--- src/include/cic_pkg.sv ---
package cic_pkg;
   localparam int NUM_SRC = 18;
   localparam int NUM_GRP = 6;
   localparam int NUM_LVL = 4;
   localparam logic [7:0] VEC_BASE = 8'h03;
   localparam int GIE_BIT = 7;
   // Register indices on the core side register port.
   localparam logic [3:0] SFR_EN_A = 4'h0;
   localparam logic [3:0] SFR_EN_B = 4'h1;
   localparam logic [3:0] SFR_EN_C = 4'h2;
   localparam logic [3:0] SFR_FL_TMR = 4'h3;
   localparam logic [3:0] SFR_FL_SER_A = 4'h4;
   localparam logic [3:0] SFR_FL_SER_B = 4'h5;
   localparam logic [3:0] SFR_FL_A = 4'h6;
   localparam logic [3:0] SFR_FL_B = 4'h7;
   localparam logic [3:0] SFR_PRIO_LO = 4'h8;
   localparam logic [3:0] SFR_PRIO_HI = 4'h9;
   localparam logic [3:0] SFR_SVC = 4'ha;
   // Source map, index order 0 to 17.
   localparam logic [3:0] SRC_EN_REG [0:17] = '{
      SFR_EN_A, SFR_EN_A, SFR_EN_A, SFR_EN_A, SFR_EN_A, SFR_EN_A, SFR_EN_C, SFR_EN_C,
      SFR_EN_B, SFR_EN_B, SFR_EN_B, SFR_EN_B, SFR_EN_B, SFR_EN_B, SFR_EN_C, SFR_EN_C,
      SFR_EN_C, SFR_EN_C};
   localparam logic [2:0] SRC_EN_BIT [0:17] = '{
      3'h0, 3'h1, 3'h2, 3'h3, 3'h4, 3'h5, 3'h1, 3'h2, 3'h0,
      3'h1, 3'h2, 3'h3, 3'h4, 3'h5, 3'h3, 3'h4, 3'h0, 3'h5};
   localparam logic [3:0] SRC_FL_REG [0:17] = '{
      SFR_FL_TMR, SFR_FL_TMR, SFR_FL_TMR, SFR_FL_TMR, SFR_FL_SER_A, SFR_FL_A,
      SFR_FL_B, SFR_FL_B, SFR_FL_A, SFR_FL_A, SFR_FL_A, SFR_FL_A, SFR_FL_A, SFR_FL_A,
      SFR_FL_B, SFR_FL_B, SFR_FL_SER_B, SFR_FL_B};
   localparam logic [2:0] SRC_FL_BIT [0:17] = '{
      3'h0, 3'h1, 3'h2, 3'h3, 3'h0, 3'h6, 3'h0, 3'h1, 3'h0,
      3'h1, 3'h2, 3'h3, 3'h4, 3'h5, 3'h2, 3'h3, 3'h0, 3'h4};
   // Core timing in machine cycles, one machine cycle per clock.
   localparam int MC_DETECT = 1;
   localparam int MC_CALL = 6;
   // Core command registers, byte offsets.
   localparam logic [3:0] REG_CMD = 4'h0;
   localparam logic [3:0] REG_STAT = 4'h4;
   localparam logic [3:0] REG_SFRD = 4'h8;
   localparam logic [3:0] REG_CNT = 4'hc;
   localparam int CMD_WR_BIT = 0;
   localparam int CMD_RD_BIT = 1;
   localparam int CMD_RET_BIT = 2;
   localparam int CMD_ADDR_LSB = 8;
   localparam int CMD_DATA_LSB = 16;
   localparam logic [1:0] RESP_OKAY = 2'h0;
   localparam logic [1:0] RESP_SLVERR = 2'h2;
   typedef enum logic {CIC_IDLE, CIC_CALL} cic_core_st_t;

   function automatic logic [7:0] cic_vector(input logic [4:0] n);
      return VEC_BASE + {n, 3'h0};
   endfunction

   function automatic logic [1:0] cic_top(input logic [3:0] svc);
      logic [1:0] t;
      t = 2'h0;
      for (int i = 0; i < NUM_LVL; i++) begin
         if (svc[i]) begin
            t = 2'(i);
         end
      end
      return t;
   endfunction
endpackage

--- src/include/cic_if.sv ---
`timescale 1ns/1ps
interface cic_if;
   logic       sfr_wr;
   logic       sfr_rd;
   logic [3:0] sfr_addr;
   logic [7:0] sfr_wdata;
   logic [7:0] sfr_rdata;
   logic       irq_req;
   logic [4:0] irq_num;
   logic [7:0] irq_vec;
   logic       irq_ack;
   logic       irq_ret;
   modport ctl (
      input  sfr_wr, sfr_rd, sfr_addr, sfr_wdata, irq_ack, irq_ret,
      output sfr_rdata, irq_req, irq_num, irq_vec
   );
   modport core (
      output sfr_wr, sfr_rd, sfr_addr, sfr_wdata, irq_ack, irq_ret,
      input  sfr_rdata, irq_req, irq_num, irq_vec
   );
endinterface

--- src/verilog/cic_core.sv ---
// The register addresses and the AXI4-Lite interface to the registers were chosen for this implementation.
`timescale 1ns/1ps
module cic_core (
   // Clock and reset.
   input  wire logic        mclk_i,
   input  wire logic        nrst_i,
   // AXI4-Lite slave.
   input  wire logic        s_axi_awvalid_i,
   output logic             s_axi_awready_o,
   input  wire logic [3:0]  s_axi_awaddr_i,
   input  wire logic        s_axi_wvalid_i,
   output logic             s_axi_wready_o,
   input  wire logic [31:0] s_axi_wdata_i,
   input  wire logic [3:0]  s_axi_wstrb_i,
   output logic             s_axi_bvalid_o,
   input  wire logic        s_axi_bready_i,
   output logic [1:0]       s_axi_bresp_o,
   input  wire logic        s_axi_arvalid_i,
   output logic             s_axi_arready_o,
   input  wire logic [3:0]  s_axi_araddr_i,
   output logic             s_axi_rvalid_o,
   input  wire logic        s_axi_rready_i,
   output logic [31:0]      s_axi_rdata_o,
   output logic [1:0]       s_axi_rresp_o,
   // Routine entry.
   output logic             isr_entry_o,
   // Controller side.
   cic_if.core              bus
);
   logic [3:0]            aw_addr;
   logic [31:0]           w_data;
   logic [3:0]            w_strb;
   logic                  wr_fire;
   logic                  cmd_ok;
   logic                  cmd_go;
   logic                  ar_fire;
   logic [31:0]           rd_word;
   logic                  rd_ok;
   cic_pkg::cic_core_st_t st;
   logic [2:0]            call_cnt;
   logic                  rd_wait;
   logic [7:0]            sfr_data;
   logic [4:0]            last_num;
   logic [7:0]            last_vec;
   logic [15:0]           entry_cnt;

   assign wr_fire = !s_axi_awready_o && !s_axi_wready_o && !s_axi_bvalid_o;
   assign cmd_ok  = (aw_addr == cic_pkg::REG_CMD) && (w_strb == 4'hf);
   assign cmd_go  = wr_fire && cmd_ok;
   assign ar_fire = s_axi_arvalid_i && s_axi_arready_o;
   assign rd_ok   = (s_axi_araddr_i == cic_pkg::REG_STAT) || (s_axi_araddr_i == cic_pkg::REG_SFRD)
                 || (s_axi_araddr_i == cic_pkg::REG_CNT);
   assign rd_word = (s_axi_araddr_i == cic_pkg::REG_STAT)
                  ? {8'h00, last_vec, 3'h0, last_num, 6'h00, rd_wait, st == cic_pkg::CIC_CALL}
                  : (s_axi_araddr_i == cic_pkg::REG_SFRD) ? {24'h000000, sfr_data}
                  : (s_axi_araddr_i == cic_pkg::REG_CNT) ? {16'h0000, entry_cnt} : 32'h00000000;

   // Address and data are taken in either order; the response follows both.
   always_ff @(posedge mclk_i or negedge nrst_i) begin
      if (!nrst_i) begin
         s_axi_awready_o <= 1'b1;
         s_axi_wready_o  <= 1'b1;
         s_axi_bvalid_o  <= 1'b0;
         s_axi_bresp_o   <= cic_pkg::RESP_OKAY;
         aw_addr         <= 4'h0;
         w_data          <= 32'h00000000;
         w_strb          <= 4'h0;
      end else begin
         if (s_axi_awvalid_i && s_axi_awready_o) begin
            aw_addr         <= s_axi_awaddr_i;
            s_axi_awready_o <= 1'b0;
         end
         if (s_axi_wvalid_i && s_axi_wready_o) begin
            w_data         <= s_axi_wdata_i;
            w_strb         <= s_axi_wstrb_i;
            s_axi_wready_o <= 1'b0;
         end
         if (wr_fire) begin
            s_axi_bvalid_o <= 1'b1;
            s_axi_bresp_o  <= cmd_ok ? cic_pkg::RESP_OKAY : cic_pkg::RESP_SLVERR;
         end
         if (s_axi_bvalid_o && s_axi_bready_i) begin
            s_axi_bvalid_o  <= 1'b0;
            s_axi_awready_o <= 1'b1;
            s_axi_wready_o  <= 1'b1;
         end
      end
   end

   always_ff @(posedge mclk_i or negedge nrst_i) begin
      if (!nrst_i) begin
         s_axi_arready_o <= 1'b1;
         s_axi_rvalid_o  <= 1'b0;
         s_axi_rdata_o   <= 32'h00000000;
         s_axi_rresp_o   <= cic_pkg::RESP_OKAY;
      end else if (ar_fire) begin
         s_axi_arready_o <= 1'b0;
         s_axi_rvalid_o  <= 1'b1;
         s_axi_rdata_o   <= rd_word;
         s_axi_rresp_o   <= rd_ok ? cic_pkg::RESP_OKAY : cic_pkg::RESP_SLVERR;
      end else if (s_axi_rvalid_o && s_axi_rready_i) begin
         s_axi_rvalid_o  <= 1'b0;
         s_axi_arready_o <= 1'b1;
      end
   end

   // Firmware ordering (clear flags, global enable, source enables, local
   // masks) is carried by software through these commands.
   always_ff @(posedge mclk_i or negedge nrst_i) begin
      if (!nrst_i) begin
         bus.sfr_wr    <= 1'b0;
         bus.sfr_rd    <= 1'b0;
         bus.irq_ret   <= 1'b0;
         bus.sfr_addr  <= 4'h0;
         bus.sfr_wdata <= 8'h00;
         rd_wait       <= 1'b0;
         sfr_data      <= 8'h00;
      end else begin
         bus.sfr_wr  <= cmd_go && w_data[cic_pkg::CMD_WR_BIT];
         bus.sfr_rd  <= cmd_go && w_data[cic_pkg::CMD_RD_BIT];
         bus.irq_ret <= cmd_go && w_data[cic_pkg::CMD_RET_BIT];
         if (cmd_go) begin
            bus.sfr_addr  <= w_data[cic_pkg::CMD_ADDR_LSB +: 4];
            bus.sfr_wdata <= w_data[cic_pkg::CMD_DATA_LSB +: 8];
         end
         rd_wait <= bus.sfr_rd;
         if (rd_wait) begin
            sfr_data <= bus.sfr_rdata;
         end
      end
   end

   // One detect cycle carries the acknowledge, then six for the call.
   always_ff @(posedge mclk_i or negedge nrst_i) begin
      if (!nrst_i) begin
         st          <= cic_pkg::CIC_IDLE;
         call_cnt    <= 3'h0;
         bus.irq_ack <= 1'b0;
         last_num    <= 5'h00;
         last_vec    <= 8'h00;
         entry_cnt   <= 16'h0000;
         isr_entry_o <= 1'b0;
      end else begin
         bus.irq_ack <= (st == cic_pkg::CIC_IDLE) && bus.irq_req && !bus.irq_ack;
         isr_entry_o <= 1'b0;
         unique case (st)
            cic_pkg::CIC_IDLE: begin
               if (bus.irq_ack && bus.irq_req) begin
                  st       <= cic_pkg::CIC_CALL;
                  call_cnt <= 3'h0;
                  last_num <= bus.irq_num;
                  last_vec <= bus.irq_vec;
               end
            end
            cic_pkg::CIC_CALL: begin
               if (call_cnt == 3'(cic_pkg::MC_CALL - 1)) begin
                  st          <= cic_pkg::CIC_IDLE;
                  isr_entry_o <= 1'b1;
                  entry_cnt   <= entry_cnt + 16'h0001;
               end else begin
                  call_cnt <= call_cnt + 3'h1;
               end
            end
         endcase
      end
   end
endmodule

--- src/flat_wrapper.sv ---
// flat-port wrapper written by rule: the top's interface ports become plain ports
module cic_core_flat 
  (mclk_i, nrst_i, s_axi_awvalid_i, s_axi_awready_o, s_axi_awaddr_i, s_axi_wvalid_i, s_axi_wready_o, s_axi_wdata_i, s_axi_wstrb_i, s_axi_bvalid_o, s_axi_bready_i, s_axi_bresp_o, s_axi_arvalid_i, s_axi_arready_o, s_axi_araddr_i, s_axi_rvalid_o, s_axi_rready_i, s_axi_rdata_o, s_axi_rresp_o, isr_entry_o, bus_sfr_wr, bus_sfr_rd, bus_sfr_addr, bus_sfr_wdata, bus_irq_ack, bus_irq_ret, bus_sfr_rdata, bus_irq_req, bus_irq_num, bus_irq_vec);
  cic_if bus_i ();
  input  wire logic mclk_i;
  input  wire logic nrst_i;
  input  wire logic s_axi_awvalid_i;
  output logic s_axi_awready_o;
  input  wire logic [3:0] s_axi_awaddr_i;
  input  wire logic s_axi_wvalid_i;
  output logic s_axi_wready_o;
  input  wire logic [31:0] s_axi_wdata_i;
  input  wire logic [3:0] s_axi_wstrb_i;
  output logic s_axi_bvalid_o;
  input  wire logic s_axi_bready_i;
  output logic [1:0] s_axi_bresp_o;
  input  wire logic s_axi_arvalid_i;
  output logic s_axi_arready_o;
  input  wire logic [3:0] s_axi_araddr_i;
  output logic s_axi_rvalid_o;
  input  wire logic s_axi_rready_i;
  output logic [31:0] s_axi_rdata_o;
  output logic [1:0] s_axi_rresp_o;
  output logic isr_entry_o;
  output wire logic [$bits(bus_i.sfr_wr)-1:0] bus_sfr_wr;
  output wire logic [$bits(bus_i.sfr_rd)-1:0] bus_sfr_rd;
  output wire logic [$bits(bus_i.sfr_addr)-1:0] bus_sfr_addr;
  output wire logic [$bits(bus_i.sfr_wdata)-1:0] bus_sfr_wdata;
  output wire logic [$bits(bus_i.irq_ack)-1:0] bus_irq_ack;
  output wire logic [$bits(bus_i.irq_ret)-1:0] bus_irq_ret;
  input wire logic [$bits(bus_i.sfr_rdata)-1:0] bus_sfr_rdata;
  input wire logic [$bits(bus_i.irq_req)-1:0] bus_irq_req;
  input wire logic [$bits(bus_i.irq_num)-1:0] bus_irq_num;
  input wire logic [$bits(bus_i.irq_vec)-1:0] bus_irq_vec;
  assign bus_sfr_wr = bus_i.sfr_wr;
  assign bus_sfr_rd = bus_i.sfr_rd;
  assign bus_sfr_addr = bus_i.sfr_addr;
  assign bus_sfr_wdata = bus_i.sfr_wdata;
  assign bus_irq_ack = bus_i.irq_ack;
  assign bus_irq_ret = bus_i.irq_ret;
  assign bus_i.sfr_rdata = bus_sfr_rdata;
  assign bus_i.irq_req = bus_irq_req;
  assign bus_i.irq_num = bus_irq_num;
  assign bus_i.irq_vec = bus_irq_vec;
  cic_core u_core (.mclk_i(mclk_i), .nrst_i(nrst_i), .s_axi_awvalid_i(s_axi_awvalid_i), .s_axi_awready_o(s_axi_awready_o), .s_axi_awaddr_i(s_axi_awaddr_i), .s_axi_wvalid_i(s_axi_wvalid_i), .s_axi_wready_o(s_axi_wready_o), .s_axi_wdata_i(s_axi_wdata_i), .s_axi_wstrb_i(s_axi_wstrb_i), .s_axi_bvalid_o(s_axi_bvalid_o), .s_axi_bready_i(s_axi_bready_i), .s_axi_bresp_o(s_axi_bresp_o), .s_axi_arvalid_i(s_axi_arvalid_i), .s_axi_arready_o(s_axi_arready_o), .s_axi_araddr_i(s_axi_araddr_i), .s_axi_rvalid_o(s_axi_rvalid_o), .s_axi_rready_i(s_axi_rready_i), .s_axi_rdata_o(s_axi_rdata_o), .s_axi_rresp_o(s_axi_rresp_o), .isr_entry_o(isr_entry_o), .bus(bus_i));
endmodule
--- config.mk ---
export PLATFORM = sky130hd
export DESIGN_NAME = cic_core_flat
export DESIGN_NICKNAME = d
export VERILOG_FILES = /design/src/include/cic_pkg.sv /design/src/include/cic_if.sv /design/src/verilog/cic_core.sv /design/src/flat_wrapper.sv
export SDC_FILE = /design/constraint.sdc
export NUM_CORES = 1
export LEC_CHECK = 0
export ABC_AREA = 0
export BUFFER_PORTS_ARGS = -buffer_cell sky130_fd_sc_hd__clkbuf_2
export CELL_PAD_IN_SITES_DETAIL_PLACEMENT = 0
export CELL_PAD_IN_SITES_GLOBAL_PLACEMENT = 1
export CORE_MARGIN = 1.5
export CORE_UTILIZATION = 25
export CTS_CLUSTER_DIAMETER = 40
export DETAILED_ROUTE_END_ITERATION = 8
export GPL_TIMING_DRIVEN = 0
export PLACE_DENSITY_LB_ADDON = 0.1
export SYNTH_ARGS = -nofsm -noshare
export SYNTH_HDL_FRONTEND = slang
export SYNTH_SLANG_ARGS = --single-unit
--- constraint.sdc ---
create_clock -name mclk_i -period 1.65 [get_ports mclk_i]
set_input_delay 0.0825 -clock mclk_i [delete_from_list [all_inputs] [get_ports mclk_i]]
set_output_delay 0.0825 -clock mclk_i [all_outputs]
set_load 0.02 [all_outputs]
After elaboration in Yosys (flattened, before gate mapping)
Index checks and enable logic that the tools add are counted.

Reduce and logical (&&, ||, !) cells: 29. Bitwise logic cells: 1. $add $sub $neg: 2. Shifts and indexed selects: 0. Divide/modulo/power cells: 0. $lt $le $gt $ge: 0. Multiplexer cells: 23. Equality and inequality tests: 7. $mul: 0.

Operators with widths (count): 32-bit two-way mux (2); 16-bit by 1-bit adder with 16-bit output, second input constant (1); 16-bit two-way mux (1); 1-bit logical AND (15); 1-bit two-way mux (14); 4-bit == test, second input constant (3); 2-bit nonzero test (4); 3-bit two-way mux (2); 3-bit one-hot mux with 2 select lines (1); 2-bit AND reduction (3); 4-bit by 3-bit == test with 1-bit output, second input constant (1); 1-bit logical NOT (4); 4-bit logical NOT (1); 2-bit two-way mux (2); 2-bit inequality test, second input constant (2); 3-bit by 1-bit adder with 3-bit output, second input constant (1); 3-bit == test, second input constant (1); 1-bit logical OR (2); 1-bit one-hot mux with 2 select lines (1); 1-bit NOT (1).

Memories kept: 0. Input bits: 73. Bits in latches: 0. Memory bits (read-only): 0. Word-level logic and storage cells: 87. Output and inout bits: 58. Bits in writable memories: 0. Bits in registers: 132.

Depth between registers and ports, before layout
Gate-level depths: netlist of the first run.

Depth after elaboration: 5. Depth in mapped cells: 6. Mapped depth without buffers: 6.

Worst setup path before layout of the first run
Ideal clock, no wire load.

Path type: reg-to-reg. Start point: register u_core.aw_addr[0]. End point: register u_core.bus.sfr_addr[1]. Required time: 1525 ps. Setup time: 125 ps. Stages on the path, launching flop included: 5. Path buffers: 1. Path slack: -54 ps. Data arrival time: 1579 ps. Clock period less this slack: 1704 ps. Cell sequence: dfrtp_1 > or4b_4 > nor3_4 > buf_6 > mux2_2.

Word-level cells in the longest chain between the ends: 3.

RTL lines: from (decl) (RTL line cic_core.sv:30) `logic [3:0] aw_addr;`; from (signal assigned) (RTL line cic_core.sv:70) `aw_addr <= s_axi_awaddr_i;`; 4-bit logical NOT (RTL line cic_core.sv:48) `assign cmd_ok = (aw_addr == cic_pkg::REG_CMD) && (w_strb == 4'hf);`; 1-bit logical AND (RTL line cic_core.sv:48); 1-bit logical AND (RTL line cic_core.sv:49) `assign cmd_go = wr_fire && cmd_ok;`; to (signal assigned) (RTL line cic_core.sv:123) `bus.sfr_addr <= w_data[cic_pkg::CMD_ADDR_LSB +: 4];`; to (decl) (RTL line cic_if.sv:18) `output sfr_wr, sfr_rd, sfr_addr, sfr_wdata, irq_ack, irq_ret,`.

Every way passes these cells. A chain may end at the register's enable or synchronous reset.

Worst setup path in the final report of the first run
Start point: register u_core.aw_addr[2]. End point: register u_core.bus.sfr_wdata[7].

Word-level cells in the longest chain between the ends: 3.

RTL lines: 4-bit logical NOT (RTL line cic_core.sv:48); 1-bit logical AND (RTL line cic_core.sv:48); 1-bit logical AND (RTL line cic_core.sv:49); to (signal assigned) (RTL line cic_core.sv:124) `bus.sfr_wdata <= w_data[cic_pkg::CMD_DATA_LSB +: 8];`; to (decl) (RTL line cic_if.sv:18).

Every way passes these cells.

==> results of run 1 <==
==> how the worst max path moves through the flow <==
stage,endpoint,cells past startpoint,slack (ns),start
floorplan,u_core.bus.sfr_addr[1],4,-0.05,u_core.aw_addr[0]
global placement,u_core.w_data[22],1,-1.35,nrst_i
detailed placement,u_core.s_axi_rdata_o[16],4,-0.29,u_core.s_axi_arready_o
CTS,u_core.bus.sfr_wdata[3],4,-0.17,u_core.aw_addr[0]
global route,u_core.bus.sfr_addr[0],4,-0.20,u_core.aw_addr[2]
finish,u_core.bus.sfr_wdata[7],4,-0.11,u_core.aw_addr[2]
==> state kept, by name, summed over array words and instances, names as in the netlist, 5 cells and up <==
| signal | cells |
|---|---|
| u_core.s_axi_rdata_o | 24 |
| u_core.last_num | 5 |
| u_core.last_vec | 8 |
| u_core.w_data | 15 |
| u_core.bus.sfr_wdata | 8 |
| u_core.sfr_data | 8 |
| u_core.entry_cnt | 16 |
==> synthesized netlist by cell type (all sizes together), types with 3 or more instances <==
master / count / area share
buf: 15 / 0.023
a21oi: 3 / 0.0033
mux2i: 12 / 0.026
and2: 3 / 0.0041
inv: 7 / 0.0058
clkbuf: 5 / 0.0041
ha: 3 / 0.0083
nand2: 34 / 0.028
dfstp: 3 / 0.017
nand3: 16 / 0.018
o31ai: 5 / 0.0083
nor2: 5 / 0.0041
nor3: 3 / 0.0058
nand4: 3 / 0.0041
xnor2: 13 / 0.025
mux2: 57 / 0.14
dfrtp: 110 / 0.61
a22o: 8 / 0.015
o21ai: 17 / 0.019
nor4: 3 / 0.0055
and3: 4 / 0.0055
==> through the flow <==
step	setup TNS, ns	instance area [um^2]	std cells	power [mW]	utilization
floorplan	-0.4856	4582	351	5.124	-
global route	-2.231	6749	777	10.41	0.3770
global placement	-154.40	5384	683	5.679	0.3007
CTS	-1.815	6651	772	9.922	0.3715
detailed placement	-5.137	5420	684	5.754	0.3028
finish	-1.184	6749	777	9.828	0.3770
==> report_power, final <==
| part | internal, mW | switching, mW |
|---|---|---|
| Clock | 2.68 | 1.25 |
| Sequential | 3.53 | 0.469 |
| Combinational | 1.01 | 0.886 |
| Total | 7.23 | 2.60 |
==> timing repair <==
item / CTS / global route
hold buffers: 53 / 0
endpoints found under the hold margin: 104 / 0
buffers inserted: 3 / 4
endpoints found under the setup margin: 49 / 23
pin swaps: 2 / 2
gates resized for setup: 8 / 18
gates cloned: 0 / 1
==> critical path, stage by stage (launching register included) <==
cell                      delay, ns
sky130_fd_sc_hd__dfrtp_1       0.37
sky130_fd_sc_hd__or4b_4        0.55
sky130_fd_sc_hd__nor3_4        0.22
sky130_fd_sc_hd__buf_4         0.18
sky130_fd_sc_hd__mux2_2        0.32
==> metal layers <==
metal | share of wire | up-vias | global-route usage
li1 | - | 1577 | -
met1 | 0.44 | 1676 | 0.1451
met2 | 0.50 | 71 | 0.1985
met3 | 0.053 | 8 | 0.04349
met4 | 0.0092 | 0 | 0.04688
met5 | 0 | - | 0
==> area by class of cell <==
type	instances	area, um^2
fillers	1792	11150
flip-flops and latches	113	2831
multi-input cells	211	1692
repair buffers	165	1146
clock buffers	23	488.0
well taps	229	286.5
clock inverters	9	152.6
plain buffers	20	126.4
inverters	7	26.28
==> cells by family (layout without fill, tap and decap cells) <==
group / count (synthesis) / count (layout)
buffers and inverters: 27 / 224
xor gates and xnor gates: 15 / 15
AOI/OAI and AO/OA: 37 / 37
muxes: 69 / 69
DFF: 113 / 113
other: 1 / 10
and+or+nand+nor: 77 / 77
adders and majority gates: 3 / 3
==> run summary, run 1 <==
- number of setup violations in the final report: 12
- post-synthesis share of cell area spent on xor and xnor gates: 0.02889
- VDD IR max: 0.7100 mV
- Cell Pwr Density: 1456 nW/um^2
- area enclosed by the die boundary: 19010 um^2
- share of layout cells above drive strength 1: 0.4179
- Routability Congestion: 0.6848
- commonest cells after routing, fill and taps aside: 110 x sky130_fd_sc_hd__dfrtp_1, 104 x sky130_fd_sc_hd__clkbuf_2, 53 x sky130_fd_sc_hd__dlygate4sd3_1
- area growth from synthesis to layout: 48.39%
- Worst Path Max Fanout: 3
- maximum number of pins on one net before global-route repair: 62
- Worst slew margin: 0.4715
- register clock-pin slew on the reported worst setup and hold paths: 0.05 ns
- Clock Tree Buf Depth: 2
- TritonCTS sink count: 113
- TritonCTS Buffers: 17
- period utilization: 1.067
- Register-to-Register Setup Slack: -0.11 ns
- maximum achievable frequency: 0.5680 GHz
- count of max-cap constraint violations: 0
- iteration count of the initial detailed-routing pass: 4
- post-synthesis sequential element count: 113
- multiplexer share of the synthesized area: 0.1675
- post-detailed-route wirelength per cell: 13.86 um
- Detail Route Antenna Nets: 0
- hold violation count in the final report: 0
- hold endpoint: u_core.s_axi_rdata_o[0]
- via count of the first global-routing pass: 3379
- initial standard-cell utilization of the core: 0.2541
- number of pins with negative max-slew slack in the final report: 0
- outcome: finished, violations left
- overall via count from detail_route: 3332
- largest family of logic cells by synthesized area: multiplexers
- count of cell types in the netlist: 36
- data required time of the worst path: 1.94 ns
- Overflow after GRT: 0
- TritonCTS clock tree: built
- startpoint of the tightest hold check path: s_axi_araddr_i[3]
- vertical die dimension: 137.9 um
- launching point of the worst reg2reg path: u_core.aw_addr[2]
- violated checks: setup timing
- synthesized instance count: 342
- number of synthesis warnings: 0
- fraction of registers with async set/reset: 1.000
- crit path capture type: register
- Synth Area in Simple Gates: 0.08638
- wire length of the first global-routing pass: 17270 um
- Leakage: 3.270 nW
- source-to-sink clock delay at the later pin of the worst-skew pair: 0.41 ns
- EDFF count, synth: 0
- setup slack after layout: -0.1105 ns
- Min Clock Period, post-route: 1.761 ns
- commonest register cell after synthesis: sky130_fd_sc_hd__dfrtp_1
- Arr. time, crit path: 2.05 ns
- number of DRC markers in iteration 0: 95
- critical path startpoint category: register
- GRT Overall Usage: 0.1211
- Top-Level Pins: 131
- total number of nets in the final design: 611
- dpl ws: -0.2869 ns
- logic depth of the worst register-to-register path: 4
- setup repair after global routing missed its margin: true
- CTS root buf: sky130_fd_sc_hd__clkbuf_16
- class of the most critical setup path: reg -> reg
- maximum level of the CTS H-tree: 4
- antenna violations before repair: 0
- synthesized area per cell: 13.30 um^2
- class of the worst hold path: in -> reg
- sequential share of the synthesized area: 0.6226
- routed vias/inst: 4.288
- Setup Skew: 0.006601 ns
- slew at the pin closest to its max-slew limit: 0.7927 ns
- I/O Buffers: 103
- area of the core region: 17900 um^2
- Adder-Cell Fraction of Synth Area: 0.008253
- Min-Delay Path Depth: 4
- critical register-to-register path endpoint: u_core.bus.sfr_wdata[7]
- estimated wirelength of the detail-placed design: 7442 um
- post-detailed-route DRC marker count: 0
- final WL: 10770 um
- die width: 137.9 um
- post-synthesis compound-gate area fraction: 0.05254
- leading cell type in the layout, fill and taps excluded: sky130_fd_sc_hd__dfrtp_1
- synthesized cell area: 4548 um^2
- diode count: 0
- Fin Hold WS: 0.06108 ns
- num rows: 49
Note: power is estimated with default switching activity, not from simulation.
==> inputs of run 2 (changes only) <==
--- a/config.mk
+++ b/config.mk
@@ -18,3 +18,4 @@
 export SYNTH_ARGS = -nofsm -noshare
 export SYNTH_HDL_FRONTEND = slang
 export SYNTH_SLANG_ARGS = --single-unit
+export TNS_END_PERCENT = 10
==> run summary, run 2 (synthesized netlist as in run 1, its figures left out) <==
- outcome: finished, violations left
- violated checks: setup timing
- post-detailed-route DRC marker count: 0, unchanged
- Min Clock Period, post-route: 1.761 ns, +0.00002600 ns
- Register-to-Register Setup Slack: -0.11 ns, about the same
- source-to-sink clock delay at the later pin of the worst-skew pair: 0.41 ns, about the same
- area enclosed by the die boundary: 19010 um^2, unchanged
- GRT Overall Usage: 0.1212, about the same
- area occupied by registers: 2833 um^2, about the same
- maximum level of the CTS H-tree: 4, unchanged
- initial standard-cell utilization of the core: 0.2541, unchanged
- die width: 137.9 um, unchanged
- Setup Skew: 0.006786 ns, +0.0001847 ns
- Fin Hold WS: 0.06129 ns, +0.0002102 ns
- Top-Level Pins: 131, unchanged
- TritonCTS sink count: 113, unchanged
- vertical die dimension: 137.9 um, unchanged
- class of the worst hold path: in -> reg
- worst setup path startpoint: u_core.aw_addr[2]
- TritonCTS clock tree: built
- critical path startpoint category: register
- Leakage: 3.251 nW, -0.57%
- number of cells in the design after placement: 684, unchanged
- number of pins with negative max-slew slack in the final report: 0, unchanged
- estimated wirelength of the detail-placed design: 7442 um, unchanged
- leading cell type in the layout, fill and taps excluded: sky130_fd_sc_hd__dfrtp_1
- Overflow after GRT: 0, unchanged
- CTS root buf: sky130_fd_sc_hd__clkbuf_16
- Arr. time, crit path: 2.05 ns, about the same
- Worst Path Max Fanout: 3, unchanged
- final WL: 10770 um, about the same
- total area of multi-input combinational cells: 1692 um^2, unchanged
- logic depth of the worst register-to-register path: 4, unchanged
- area of the core region: 17900 um^2, unchanged
- launching point of the worst reg2reg path: u_core.aw_addr[2]
- VDD IR max: 0.7079 mV, -0.29%
- num rows: 49, unchanged
- class of the most critical setup path: reg -> reg
- Cell Count, Final, Fillers Out: 773, -0.51%
- overall via count from detail_route: 3322, -0.30%
- via count of the first global-routing pass: 3375, -0.12%
- data required time of the worst path: 1.94 ns, about the same
- maximum number of pins on one net before global-route repair: 62, unchanged
- diode count: 0, unchanged
- largest registers ranked by flip-flop count: u_core.s_axi_rdata_o: 24 flops, u_core.entry_cnt: 16 flops, u_core.w_data: 15 flops
- register clock-pin slew on the reported worst setup and hold paths: 0.05 ns, about the same
- crit path capture type: register
- number of setup violations in the final report: 12, unchanged
- Worst slew margin: 0.4716, about the same
- antenna violations before repair: 0, unchanged
- Routability Congestion: 0.6848, unchanged
- maximum achievable frequency: 0.5680 GHz, about the same
- commonest cells after routing, fill and taps aside: 109 x sky130_fd_sc_hd__dfrtp_1, 103 x sky130_fd_sc_hd__clkbuf_2, 53 x sky130_fd_sc_hd__dlygate4sd3_1
- setup slack after layout: -0.1105 ns, -0.00002600 ns
- number of DRC markers in iteration 0: 81, -15%
- share of layout cells above drive strength 1: 0.4136, -0.004280
- hold violation count in the final report: 0, unchanged
- critical register-to-register path endpoint: u_core.bus.sfr_wdata[7]
- period utilization: 1.067, about the same
- Cell Pwr Density: 1459 nW/um^2, +0.23%
- post-detailed-route wirelength per cell: 13.93 um, +0.48%
- setup repair after global routing missed its margin: true
- routed vias/inst: 4.298, +0.22%
- area growth from synthesis to layout: 47.79%
- count of max-cap constraint violations: 0, unchanged
- final-layout fill cell count: 1790, -0.11%
- Detail Route Antenna Nets: 0, unchanged
- register name with the most flops: u_core.s_axi_rdata_o
- timing endpoint of the critical path: u_core.bus.sfr_wdata[7]
- Clock Tree Buf Depth: 2, unchanged
- flip-flop count of the largest register, all copies and words added: 24, unchanged
- iteration count of the initial detailed-routing pass: 4, unchanged
- slew at the pin closest to its max-slew limit: 0.7926 ns, -0.00006920 ns
- total number of nets in the final design: 607, -0.65%
- TritonCTS Buffers: 17, unchanged
- I/O Buffers: 103, unchanged
- wire length of the first global-routing pass: 17280 um, about the same
==> run 2: cell count changes in the layout (fill, tap and decap cells not counted), sizes merged <==
cell,previous run,this run
buf,24,20
==> run 2: final cells by class <==
cell class | count | share of cell area
clock inverter | 9 | 0.02271
sequential | 113 | 0.4214
timing repair buffer | 161 | 0.1660
buffer | 20 | 0.01899
inverter | 7 | 0.003909
multi-input combinational | 211 | 0.2517
clock buffer | 23 | 0.07260
tap | 229 | 0.04263
==> run 2: worst max-delay path: stages (launching register included) <==
cell and delay (ns):
sky130_fd_sc_hd__dfrtp_1 0.37, sky130_fd_sc_hd__or4b_4 0.55, sky130_fd_sc_hd__nor3_4 0.22, sky130_fd_sc_hd__buf_4 0.18, sky130_fd_sc_hd__mux2_2 0.32
==> run 2: through the flow <==
step | cell area [um^2] | setup TNS, ns | total power, mW | util | setup WS (ns)
after global placement | 5384 | -154.40 | 5.679 | 0.3007 | -1.352
final | 6721 | -1.176 | 9.810 | 0.3755 | -0.1105
after detailed placement | 5420 | -5.137 | 5.754 | 0.3028 | -0.2869
after global routing | 6721 | -2.243 | 10.39 | 0.3755 | -0.1993
after CTS | 6646 | -1.815 | 9.919 | 0.3713 | -0.1705
after floorplan | 4582 | -0.4856 | 5.124 | - | -0.05396
==> run 2: worst min path at each step <==
stage                            startpoint                 endpoint  slack, ns  cells after the start
after floorplan                      nrst_i        u_core.aw_addr[0]      -0.21                      0
final                     s_axi_araddr_i[3]  u_core.s_axi_rdata_o[0]       0.06                      4
after global placement      s_axi_awvalid_i   u_core.s_axi_awready_o       0.26                      2
after detailed placement             nrst_i    u_core.s_axi_rvalid_o       0.08                      1
after CTS                 s_axi_araddr_i[3]  u_core.s_axi_rdata_o[0]       0.05                      4
after global routing      s_axi_araddr_i[3]  u_core.s_axi_rdata_o[0]       0.08                      4
==> run 2: routing by layer <==
layer,up-vias,track usage,share of wire
li1,1568,-,-
met1,1675,0.1453,0.44
met2,71,0.1985,0.50
met3,8,0.04349,0.053
met4,0,0.04688,0.0092
met5,-,0,0
==> run 2: timing repair <==
item,in CTS,in global routing
cloned,0,1
hold endpoints to repair,104,0
pin swaps,2,2
hold buffers,53,0
buffers inserted,2,1
gates resized for setup,9,17
endpoints found under the setup margin,49,30
==> run 2: power breakdown <==
part / internal, mW / switching [mW]
logic: 0.997 / 0.883
clock network: 2.68 / 1.25
registers: 3.53 / 0.467
total: 7.21 / 2.60
